==> src/rtl/otap_pkg.sv <==
/*
 * Shared constants and types of the orientation and tap output block.
 * Assumes a single 100 MHz reference clock and signed 12-bit samples
 * from the measurement chain, one sample per i_sample_valid pulse.
 */
package otap_pkg;

	////////////////////////////////////////////////////////////////////////
	// Clock and timing
	localparam int unsigned OTAP_CLK_KHZ    = 100000;
	localparam int unsigned OTAP_TON_MS     = 30;
	localparam int unsigned OTAP_TON_CYCLES = OTAP_TON_MS * OTAP_CLK_KHZ;

	// Samples of equal class before an orientation is taken as steady
	localparam logic [3:0]  OTAP_STEADY_SAMPLES = 4'h4;
	// Cycles an interrupt line stays high after one event
	localparam logic [4:0]  OTAP_IRQ_HOLD       = 5'h10;

	////////////////////////////////////////////////////////////////////////
	// Angular window: off-axis <= main * tan(3 deg), tan ~ 54 / 1024
	localparam int unsigned OTAP_TAN_SHIFT = 10;
	localparam logic [23:0] OTAP_TAN_NUM   = 24'h000036;

	////////////////////////////////////////////////////////////////////////
	// Sample and configuration carriers
	localparam int unsigned OTAP_SAMPLE_W = 12;
	localparam int unsigned OTAP_GAP_W    = 16;

	typedef struct packed {
		logic signed [OTAP_SAMPLE_W-1:0] x;
		logic signed [OTAP_SAMPLE_W-1:0] y;
		logic signed [OTAP_SAMPLE_W-1:0] z;
	} otap_accel_t;

	typedef struct packed {
		logic                     tap_en;
		logic                     double_en;
		logic [OTAP_SAMPLE_W-1:0] threshold;
		logic [OTAP_GAP_W-1:0]    gap_cycles;
	} otap_tap_cfg_t;

	typedef enum logic [2:0] {
		OTAP_OR_NONE,
		OTAP_OR_PORT_POS,
		OTAP_OR_PORT_NEG,
		OTAP_OR_LAND_POS,
		OTAP_OR_LAND_NEG,
		OTAP_OR_FACE_POS,
		OTAP_OR_FACE_NEG
	} otap_orient_t;

	typedef enum logic [1:0] {
		OTAP_PWR_SLEEP,
		OTAP_PWR_WAKE,
		OTAP_PWR_RUN
	} otap_state_t;

endpackage

==> src/rtl/otap_sync.sv <==
/*
 * Three-stage synchroniser for one level from outside the clock domain.
 * The output follows once the second and third stages agree.
 * Assumes an active-low asynchronous reset; the output resets low.
 */
`timescale 1ns/10ps

module otap_sync
	import otap_pkg::*;
(
	// Clock and reset
	input  wire logic i_ref_clk,
	input  wire logic i_reset_n,
	// Level in and out
	input  wire logic i_level,
	output logic      o_level
);

	logic [2:0] stage_q;
	logic       agree;
	logic       level_d;
	logic       level_q;

	assign agree   = (stage_q[1] == stage_q[2]);
	assign level_d = agree ? stage_q[2] : level_q;
	assign o_level = level_q;

	always_ff @(posedge i_ref_clk or negedge i_reset_n)
	begin
		if (!i_reset_n)
		begin
			stage_q <= 3'h0;
			level_q <= 1'b0;
		end
		else
		begin
			stage_q <= {stage_q[1:0], i_level};
			level_q <= level_d;
		end
	end

endmodule

==> src/rtl/otap_top.sv <==
/*
 * Orientation and tap output logic: classifies steady samples into six
 * orientations, drives the portrait, landscape and polarity lines, and
 * raises single and double tap interrupts; obeys the sleep select pin.
 * Assumes samples arrive on the same clock and the sleep pin is async.
 */
`timescale 1ns/10ps

// Overview of operation
// - The portrait line is high exactly while the reported steady orientation is a portrait one.
// - The landscape line is high exactly while the reported steady orientation is a landscape one.
// - A low sleep select level puts the block in power-down and a high level selects normal operation.
// - The polarity line tells apart the two opposite positions of the portrait, landscape and face classes.
// - In power-down the measurement chain is off and no orientation or tap is detected.
// - After power-down ends, outputs are valid only after a 30 ms turn-on interval.
// - A steady attitude is classed as one of six orientations: two portrait, two landscape, face up, face down.
// - With tap detection enabled, a single tap in any direction raises the tap interrupt line.
// - With double tap enabled, a second tap within the programmed gap raises a distinct double tap line.
// - An orientation is reported only when gravity lies within about 3 degrees of one of the three axes.
module otap_top
	import otap_pkg::*;
#(
	parameter int unsigned TON_CYCLES = OTAP_TON_CYCLES
)
(
	// Clock and reset
	input  wire logic           i_ref_clk,
	input  wire logic           i_reset_n,
	// Power control pin
	input  wire logic           i_sleep_select_n,
	// Measurement chain
	input  wire otap_accel_t    i_sample,
	input  wire logic           i_sample_valid,
	input  wire otap_tap_cfg_t  i_tap_cfg,
	output logic                o_meas_enable,
	// Output lines
	output logic                o_portrait_flag_out,
	output logic                o_landscape_flag_out,
	output logic                o_polarity_flag_out,
	output logic                o_tap_irq,
	output logic                o_double_tap_irq,
	output logic                o_data_valid
);

	////////////////////////////////////////////////////////////////////////
	// Helpers

	function automatic logic [12:0] mag13(input logic signed [12:0] v);
		mag13 = v[12] ? 13'(-v) : 13'(v);
	endfunction

	function automatic logic in_window(input logic [12:0] main_mag,
		input logic [12:0] off_a, input logic [12:0] off_b);
		logic [23:0] lim;
		lim = {11'h0, main_mag} * OTAP_TAN_NUM;
		in_window = (main_mag != 13'h0)
			&& (({11'h0, off_a} << OTAP_TAN_SHIFT) <= lim)
			&& (({11'h0, off_b} << OTAP_TAN_SHIFT) <= lim);
	endfunction

	////////////////////////////////////////////////////////////////////////
	// Sleep select and power state

	logic        awake;
	otap_state_t state_q;
	otap_state_t state_d;
	logic [31:0] ton_cnt_q;
	logic [31:0] ton_cnt_d;

	otap_sync u_sleep_sync (
		.i_ref_clk (i_ref_clk),
		.i_reset_n (i_reset_n),
		.i_level   (i_sleep_select_n),
		.o_level   (awake)
	);

	always_comb
	begin
		state_d   = state_q;
		ton_cnt_d = ton_cnt_q;
		case (state_q)
			OTAP_PWR_SLEEP:
			begin
				ton_cnt_d = 32'h0;
				if (awake)
					state_d = OTAP_PWR_WAKE;
			end
			OTAP_PWR_WAKE:
			begin
				ton_cnt_d = ton_cnt_q + 32'h1;
				if (!awake)
					state_d = OTAP_PWR_SLEEP;
				else if (ton_cnt_q >= 32'(TON_CYCLES - 1))
					state_d = OTAP_PWR_RUN;
			end
			OTAP_PWR_RUN:
			begin
				if (!awake)
					state_d = OTAP_PWR_SLEEP;
			end
			default:
				state_d = OTAP_PWR_SLEEP;
		endcase
	end

	wire chain_on = (state_d != OTAP_PWR_SLEEP);
	wire accept   = i_sample_valid && (state_q == OTAP_PWR_RUN) && awake;

	////////////////////////////////////////////////////////////////////////
	// Orientation classification

	wire logic signed [12:0] sx = 13'(i_sample.x);
	wire logic signed [12:0] sy = 13'(i_sample.y);
	wire logic signed [12:0] sz = 13'(i_sample.z);
	wire logic [12:0]        ax = mag13(sx);
	wire logic [12:0]        ay = mag13(sy);
	wire logic [12:0]        az = mag13(sz);
	wire logic               win_face = in_window(az, ax, ay);
	wire logic               win_port = in_window(ay, ax, az);
	wire logic               win_land = in_window(ax, ay, az);

	otap_orient_t cand;
	always_comb
	begin
		cand = OTAP_OR_NONE;
		if (win_face)
			cand = sz[12] ? OTAP_OR_FACE_NEG : OTAP_OR_FACE_POS;
		else if (win_port)
			cand = sy[12] ? OTAP_OR_PORT_NEG : OTAP_OR_PORT_POS;
		else if (win_land)
			cand = sx[12] ? OTAP_OR_LAND_NEG : OTAP_OR_LAND_POS;
	end

	otap_orient_t last_q;
	logic [3:0]   steady_q;
	logic [3:0]   steady_d;
	wire          same     = (cand == last_q) && (cand != OTAP_OR_NONE);
	assign steady_d        = (cand == OTAP_OR_NONE) ? 4'h0
		: !same ? 4'h1
		: (steady_q == OTAP_STEADY_SAMPLES) ? steady_q : steady_q + 4'h1;
	wire          commit   = accept && (steady_d == OTAP_STEADY_SAMPLES);

	wire port_d = (cand == OTAP_OR_PORT_POS) || (cand == OTAP_OR_PORT_NEG);
	wire land_d = (cand == OTAP_OR_LAND_POS) || (cand == OTAP_OR_LAND_NEG);
	wire pol_d  = (cand == OTAP_OR_PORT_POS) || (cand == OTAP_OR_LAND_POS)
		|| (cand == OTAP_OR_FACE_POS);

	////////////////////////////////////////////////////////////////////////
	// Tap detection

	otap_accel_t  prev_q;
	logic         prev_ok_q;
	logic         over_q;
	logic [15:0]  gap_q;
	logic [15:0]  gap_d;
	wire logic [12:0] dx = mag13(sx - 13'(prev_q.x));
	wire logic [12:0] dy = mag13(sy - 13'(prev_q.y));
	wire logic [12:0] dz = mag13(sz - 13'(prev_q.z));
	wire logic [12:0] thr = {1'b0, i_tap_cfg.threshold};
	wire over    = prev_ok_q && ((dx > thr) || (dy > thr) || (dz > thr));
	wire tap_hit = accept && i_tap_cfg.tap_en && over && !over_q;
	wire dbl_hit = tap_hit && i_tap_cfg.double_en && (gap_q != 16'h0);
	wire one_hit = tap_hit && !dbl_hit;

	assign gap_d = !chain_on ? 16'h0
		: dbl_hit ? 16'h0
		: one_hit ? i_tap_cfg.gap_cycles
		: (gap_q != 16'h0) ? gap_q - 16'h1 : 16'h0;

	logic [4:0] tap_hold_q;
	logic [4:0] dbl_hold_q;
	wire  [4:0] tap_hold_d = !chain_on ? 5'h0 : one_hit ? OTAP_IRQ_HOLD
		: (tap_hold_q != 5'h0) ? tap_hold_q - 5'h1 : 5'h0;
	wire  [4:0] dbl_hold_d = !chain_on ? 5'h0 : dbl_hit ? OTAP_IRQ_HOLD
		: (dbl_hold_q != 5'h0) ? dbl_hold_q - 5'h1 : 5'h0;

	////////////////////////////////////////////////////////////////////////
	// Registers

	always_ff @(posedge i_ref_clk or negedge i_reset_n)
	begin
		if (!i_reset_n)
		begin
			state_q   <= OTAP_PWR_SLEEP;
			ton_cnt_q <= 32'h0;
		end
		else
		begin
			state_q   <= state_d;
			ton_cnt_q <= ton_cnt_d;
		end
	end

	always_ff @(posedge i_ref_clk or negedge i_reset_n)
	begin
		if (!i_reset_n)
		begin
			last_q   <= OTAP_OR_NONE;
			steady_q <= 4'h0;
		end
		else if (!chain_on)
		begin
			last_q   <= OTAP_OR_NONE;
			steady_q <= 4'h0;
		end
		else if (accept)
		begin
			last_q   <= cand;
			steady_q <= steady_d;
		end
	end

	always_ff @(posedge i_ref_clk or negedge i_reset_n)
	begin
		if (!i_reset_n)
		begin
			o_portrait_flag_out  <= 1'b0;
			o_landscape_flag_out <= 1'b0;
			o_polarity_flag_out  <= 1'b0;
		end
		else if (commit)
		begin
			o_portrait_flag_out  <= port_d;
			o_landscape_flag_out <= land_d;
			o_polarity_flag_out  <= pol_d;
		end
	end

	always_ff @(posedge i_ref_clk or negedge i_reset_n)
	begin
		if (!i_reset_n)
		begin
			prev_q    <= '0;
			prev_ok_q <= 1'b0;
			over_q    <= 1'b0;
		end
		else if (!chain_on)
		begin
			prev_ok_q <= 1'b0;
			over_q    <= 1'b0;
		end
		else if (accept)
		begin
			prev_q    <= i_sample;
			prev_ok_q <= 1'b1;
			over_q    <= over;
		end
	end

	always_ff @(posedge i_ref_clk or negedge i_reset_n)
	begin
		if (!i_reset_n)
		begin
			gap_q            <= 16'h0;
			tap_hold_q       <= 5'h0;
			dbl_hold_q       <= 5'h0;
			o_tap_irq        <= 1'b0;
			o_double_tap_irq <= 1'b0;
			o_meas_enable    <= 1'b0;
			o_data_valid     <= 1'b0;
		end
		else
		begin
			gap_q            <= gap_d;
			tap_hold_q       <= tap_hold_d;
			dbl_hold_q       <= dbl_hold_d;
			o_tap_irq        <= (tap_hold_d != 5'h0);
			o_double_tap_irq <= (dbl_hold_d != 5'h0);
			o_meas_enable    <= chain_on;
			o_data_valid     <= (state_d == OTAP_PWR_RUN);
		end
	end

endmodule

==> config.mk <==
export PLATFORM = sky130hd
export DESIGN_NAME = otap_top
export DESIGN_NICKNAME = d
export VERILOG_FILES = /design/src/rtl/otap_pkg.sv /design/src/rtl/otap_sync.sv /design/src/rtl/otap_top.sv
export SDC_FILE = /design/constraint.sdc
export NUM_CORES = 1
export LEC_CHECK = 0
export ABC_CLOCK_PERIOD_IN_PS = 14960
export BUFFER_PORTS_ARGS = -buffer_cell sky130_fd_sc_hd__clkbuf_2
export CAP_MARGIN = 20
export CORE_MARGIN = 3
export CORE_UTILIZATION = 70
export CTS_BUF_LIST = sky130_fd_sc_hd__clkbuf_2
export CTS_CLUSTER_SIZE = 30
export DETAILED_ROUTE_END_ITERATION = 8
export GPL_ROUTABILITY_DRIVEN = 0
export PLACE_DENSITY = 0.95
export SYNTH_ARGS = -nofsm -noshare
export SYNTH_HDL_FRONTEND = slang
export SYNTH_SLANG_ARGS = --single-unit
==> constraint.sdc <==
create_clock -name i_ref_clk -period 14.96 [get_ports i_ref_clk]
set_input_delay 1.496 -clock i_ref_clk [delete_from_list [all_inputs] [get_ports i_ref_clk]]
set_output_delay 1.496 -clock i_ref_clk [all_outputs]
set_load 0.01 [all_outputs]
==> out/results.ini <==
[power_and_ir_drop]
switching_share_pct=51.7
power.switching_mw=1.12
pwr-share-clk_pct=10.2
power_frac_comb_pct=75.0
ir_drop_mv=0.102
power_per_cell_area_nw_per_um2=127
report.power.total_mw=2.16
p_leak_nw=8.49
p_seq_share_pct=14.8
cell_internal_pwr_mw=1.04

[logic_synthesis]
post_synth_inst_count=1932
yosys_warnings=0
post-synth-top-count-cell=ha_1
post_synth.cell_area_avg_um2=8.31
synth-seq-cells=116
synth_async_sr_flop_share_pct=100
leading_post_synthesis_cells_by_cell_area=ha_1, dfrtp_1, fa_1, inv_1, xnor2_1
synth.largest_area_cell=ha_1
ys_types=107
synth.yosys.seq_area_share_pct=18.1
yosys.area.top_type_share_pct=21.0
mappedNetlistArea_um2=16100
synth_top_cells_by_count=ha_1, inv_1, nand2_1, o21ai_0, nor2_1
number_of_flops_mapped_to_enable_cells_by_yosys=0
synth-main-ff-cell=dfrtp_1

[timing]
timing.final.max_slew_violations=0
finalSetupViolCount=0
worst_clock_skew_ps=52.5
setup_tns_ps=0
period_minus_slack_ps=9680
remaining_max_slew_budget_at_the_tightest_pin_pct=32.7
worstMarginPinSlew_ps=1000
maxClockFrequency_mhz=103
fin_crit_sh_pct=64.7
number_of_hold_slack_violations_in_the_final_timing_report=0
grt_setup_unrepaired=false

[routing]
initialDrtViolationCount=1369
num_vias=14951
drtPass1Iterations=6
postRouteAntennaNets=0
postRouteWirelength_um=43300
drc_errors=0
route.detailed.wl_per_inst_um=18.8
detail_route.vias_per_cell=6.48

[cts]
clkSlewWorstSetupHoldPaths_ps=210
cts-root-to-sink-buffers=2
tritoncts=yes
post_cts.repair.setup_buffers=0
clkLatencyLatePin_ps=740
post_cts_hold_buffer_count=0
total_cts_buffers=17
ctsResizeCount=0
clock-sinks=116
cts_root_buf=clkbuf_2
clock_tree.htree_level_count=4

[grt]
grt.overflow.total=0
global_route.peak_usage_layer=met2
groute.usage.overall_pct=35.0
antenna_violations_before_repair=3
grt.met2_usage_pct=59.3
grt_max_degree=74
gr_met3_demand_resource_pct=6.38
via_count_of_the_first_global_routing_pass=15197
grt_pass1_wl_um=70600
gr-usage-met1_pct=41.1

[layout]
nNetsFinal=2408
final_cell_count_no_fill=2306
filler_cell_count=1448
finish.utilization_pct=76.7
final_layout_size_suffix_gt1_share_pct=8.84
synthToLayoutAreaGrowth_pct=5.81

[critical_path]
reg2reg_slack_ps=8850
worstReg2RegEnd=dbl_hold_q[0]
crit-reg2reg-launch=prev_q[12]
critical_path.max_stage_delay_ps=620
cp.arrival_ps=10310
cp_top_family=compound AO/OA/AOI/OAI gates
criticalPathCategory=in2reg
cp_common_cell=ha_1
cp_slowest_cell=xnor2_1
ff2ff_path_depth=27
sort_of_element_at_the_end_of_the_critical_path=flop
startpoint_type=input pin
critPathMaxFanout=11
worst-path-buf-inv=4
required_ps=15590

[floorplanning]
floorplan.rows=54
top_level_i_o_count=77
placeableCoreArea_um2=22200
die_x_um=157
die_h_um=157
floorplan.initialDensity_pct=72.4
design.die.area_um2=24800

[place]
placed_cells=2269
place.detailed.hpwl_um=33800
buffer_ports.inserted=76

[hold_path]
min_delay_path_class=reg2reg
holdPathEnd=u_sleep_sync.stage_q[1]
timing.hold.worst.start=u_sleep_sync.stage_q[0]
min_path_cells=0

[status]
status=finished clean

[job]
drv.max_cap_violation_count=0

-- power groups by stage --
stage / clock, mW / combinational [mW] / sequential (mW)
after global placement: 0 / 1.44 / 0.325
final: 0.221 / 1.62 / 0.320
after floorplan: 0 / 1.16 / 0.324
after CTS: 0.222 / 1.57 / 0.320
after global routing: 0.235 / 1.79 / 0.320
after detailed placement: 0 / 1.56 / 0.325
-- layout by cell type (no fill, tap or decap), types with 6 or more instances in the layout --
cell and instances:
fa_1 57, nor3b_1 7, a211oi_1 17, nor2b_1 24
o31ai_1 17, and4_1 7, nand3_1 36, mux2i_1 12
o211ai_1 8, clkinv_4 6, nand4_1 25, a211o_1 6
and2_1 6, nor3_1 51, a21oi_1 89, inv_1 249
o21a_1 30, xor2_1 52, o21ai_1 10, nand2b_1 30
a21o_1 39, nor4_1 8, dfrtp_1 116, nand2_1 171
clkbuf_2 93, and3_1 11, xnor2_1 79, o21ai_0 136
a22o_1 14, ha_1 270, a31oi_1 9, or2_2 8
conb_1 15, o31a_1 7, nor2_1 119, or3_1 41
-- stage by stage --
stage	setup WS [ps]	area (µm²)	hold WS [ps]
after floorplan	6220	16100	331
after global placement	5140	16700	339
after detailed placement	4630	16700	340
after CTS	5370	16900	382
after global routing	4820	17000	397
final	5280	17000	378
-- final cells by class --
class	instances	area, µm²	share of cell area (%)
diodes	2	5.00	0.0295
clock buffers	18	90.1	0.530
clock inverters	14	155	0.913
inverters	251	942	5.55
multi-input cells	1544	12100	71.3
flip-flops and latches	116	2900	17.1
well taps	280	350	2.06
repair buffers	81	433	2.55
-- routing by layer --
layer  routed length, µm  share of wire, %  vias up
li1                    -                 -     6919
met1               16300                38     7021
met2               20600                47      763
met3                3520               8.1      244
met4                2940               6.8        4
met5                  27             0.062        -
-- worst reg2reg max path, cell delays in order (launching register included) --
cell       delay, ps
dfrtp_1          410
ha_1             200
inv_1             60
fa_1             400
a21o_1           190
a21oi_2          220
o21a_1           160
o21ai_1          100
a21oi_2          200
o21bai_1         120
nand2_1          100
a2bb2oi_1        520
nand2_1          140
o21ai_0          110
ha_1             260
nor2b_1          130
o21a_1           170
o21a_1           170
o21ai_0          150
nand2b_1          90
a21oi_1          150
o211ai_1         110
o311a_1          150
o41a_1           440
o31a_4           410
nand3_1          110
nand2_1          400
nor3_1           340
-- registers in the layout, indices dropped and copies added (netlist names) --
| signal | flops |
|---|---|
| u_sleep_sync.o_level | 1 |
| u_sleep_sync.stage_q | 3 |
| o_meas_enable | 1 |
| o_landscape_flag_out | 1 |
| o_polarity_flag_out | 1 |
| o_data_valid | 1 |
| steady_q | 4 |
| tap_hold_q | 5 |
| gap_q | 16 |
| prev_ok_q | 1 |
| o_tap_irq | 1 |
| o_double_tap_irq | 1 |
| prev_q | 36 |
| ton_cnt_q | 32 |
| over_q | 1 |
| o_portrait_flag_out | 1 |
| state_q | 2 |
| last_q | 3 |
| dbl_hold_q | 5 |
-- logic make-up (layout without fill, tap and decap cells) --
| family | after synthesis | in the layout | share of synthesized area, % |
|---|---|---|---|
| flip-flops | 116 | 116 | 18.1 |
| other | 2 | 17 | 0.0468 |
| multiplexers | 17 | 17 | 1.17 |
| AO/OA/AOI/OAI | 469 | 469 | 19.8 |
| adder cells (fa/ha/maj) | 330 | 330 | 28.3 |
| buffers and inverters | 285 | 364 | 6.85 |
| AND/OR/NAND/NOR | 579 | 579 | 18.2 |
| XOR/XNOR | 134 | 134 | 7.49 |
-- worst max path at each step --
stage                 start                    to  depth (start not counted)
2_1_floorplan   i_sample[3]  o_landscape_flag_out                         33
3_3_place_gp    i_sample[0]   o_polarity_flag_out                         35
3_5_place_dp    i_sample[0]   o_polarity_flag_out                         33
4_1_cts         i_sample[0]   o_polarity_flag_out                         33
5_1_grt        i_sample[12]   o_polarity_flag_out                         37
6_report       i_sample[12]   o_polarity_flag_out                         37
Note: power is estimated with default switching activity, not from simulation.
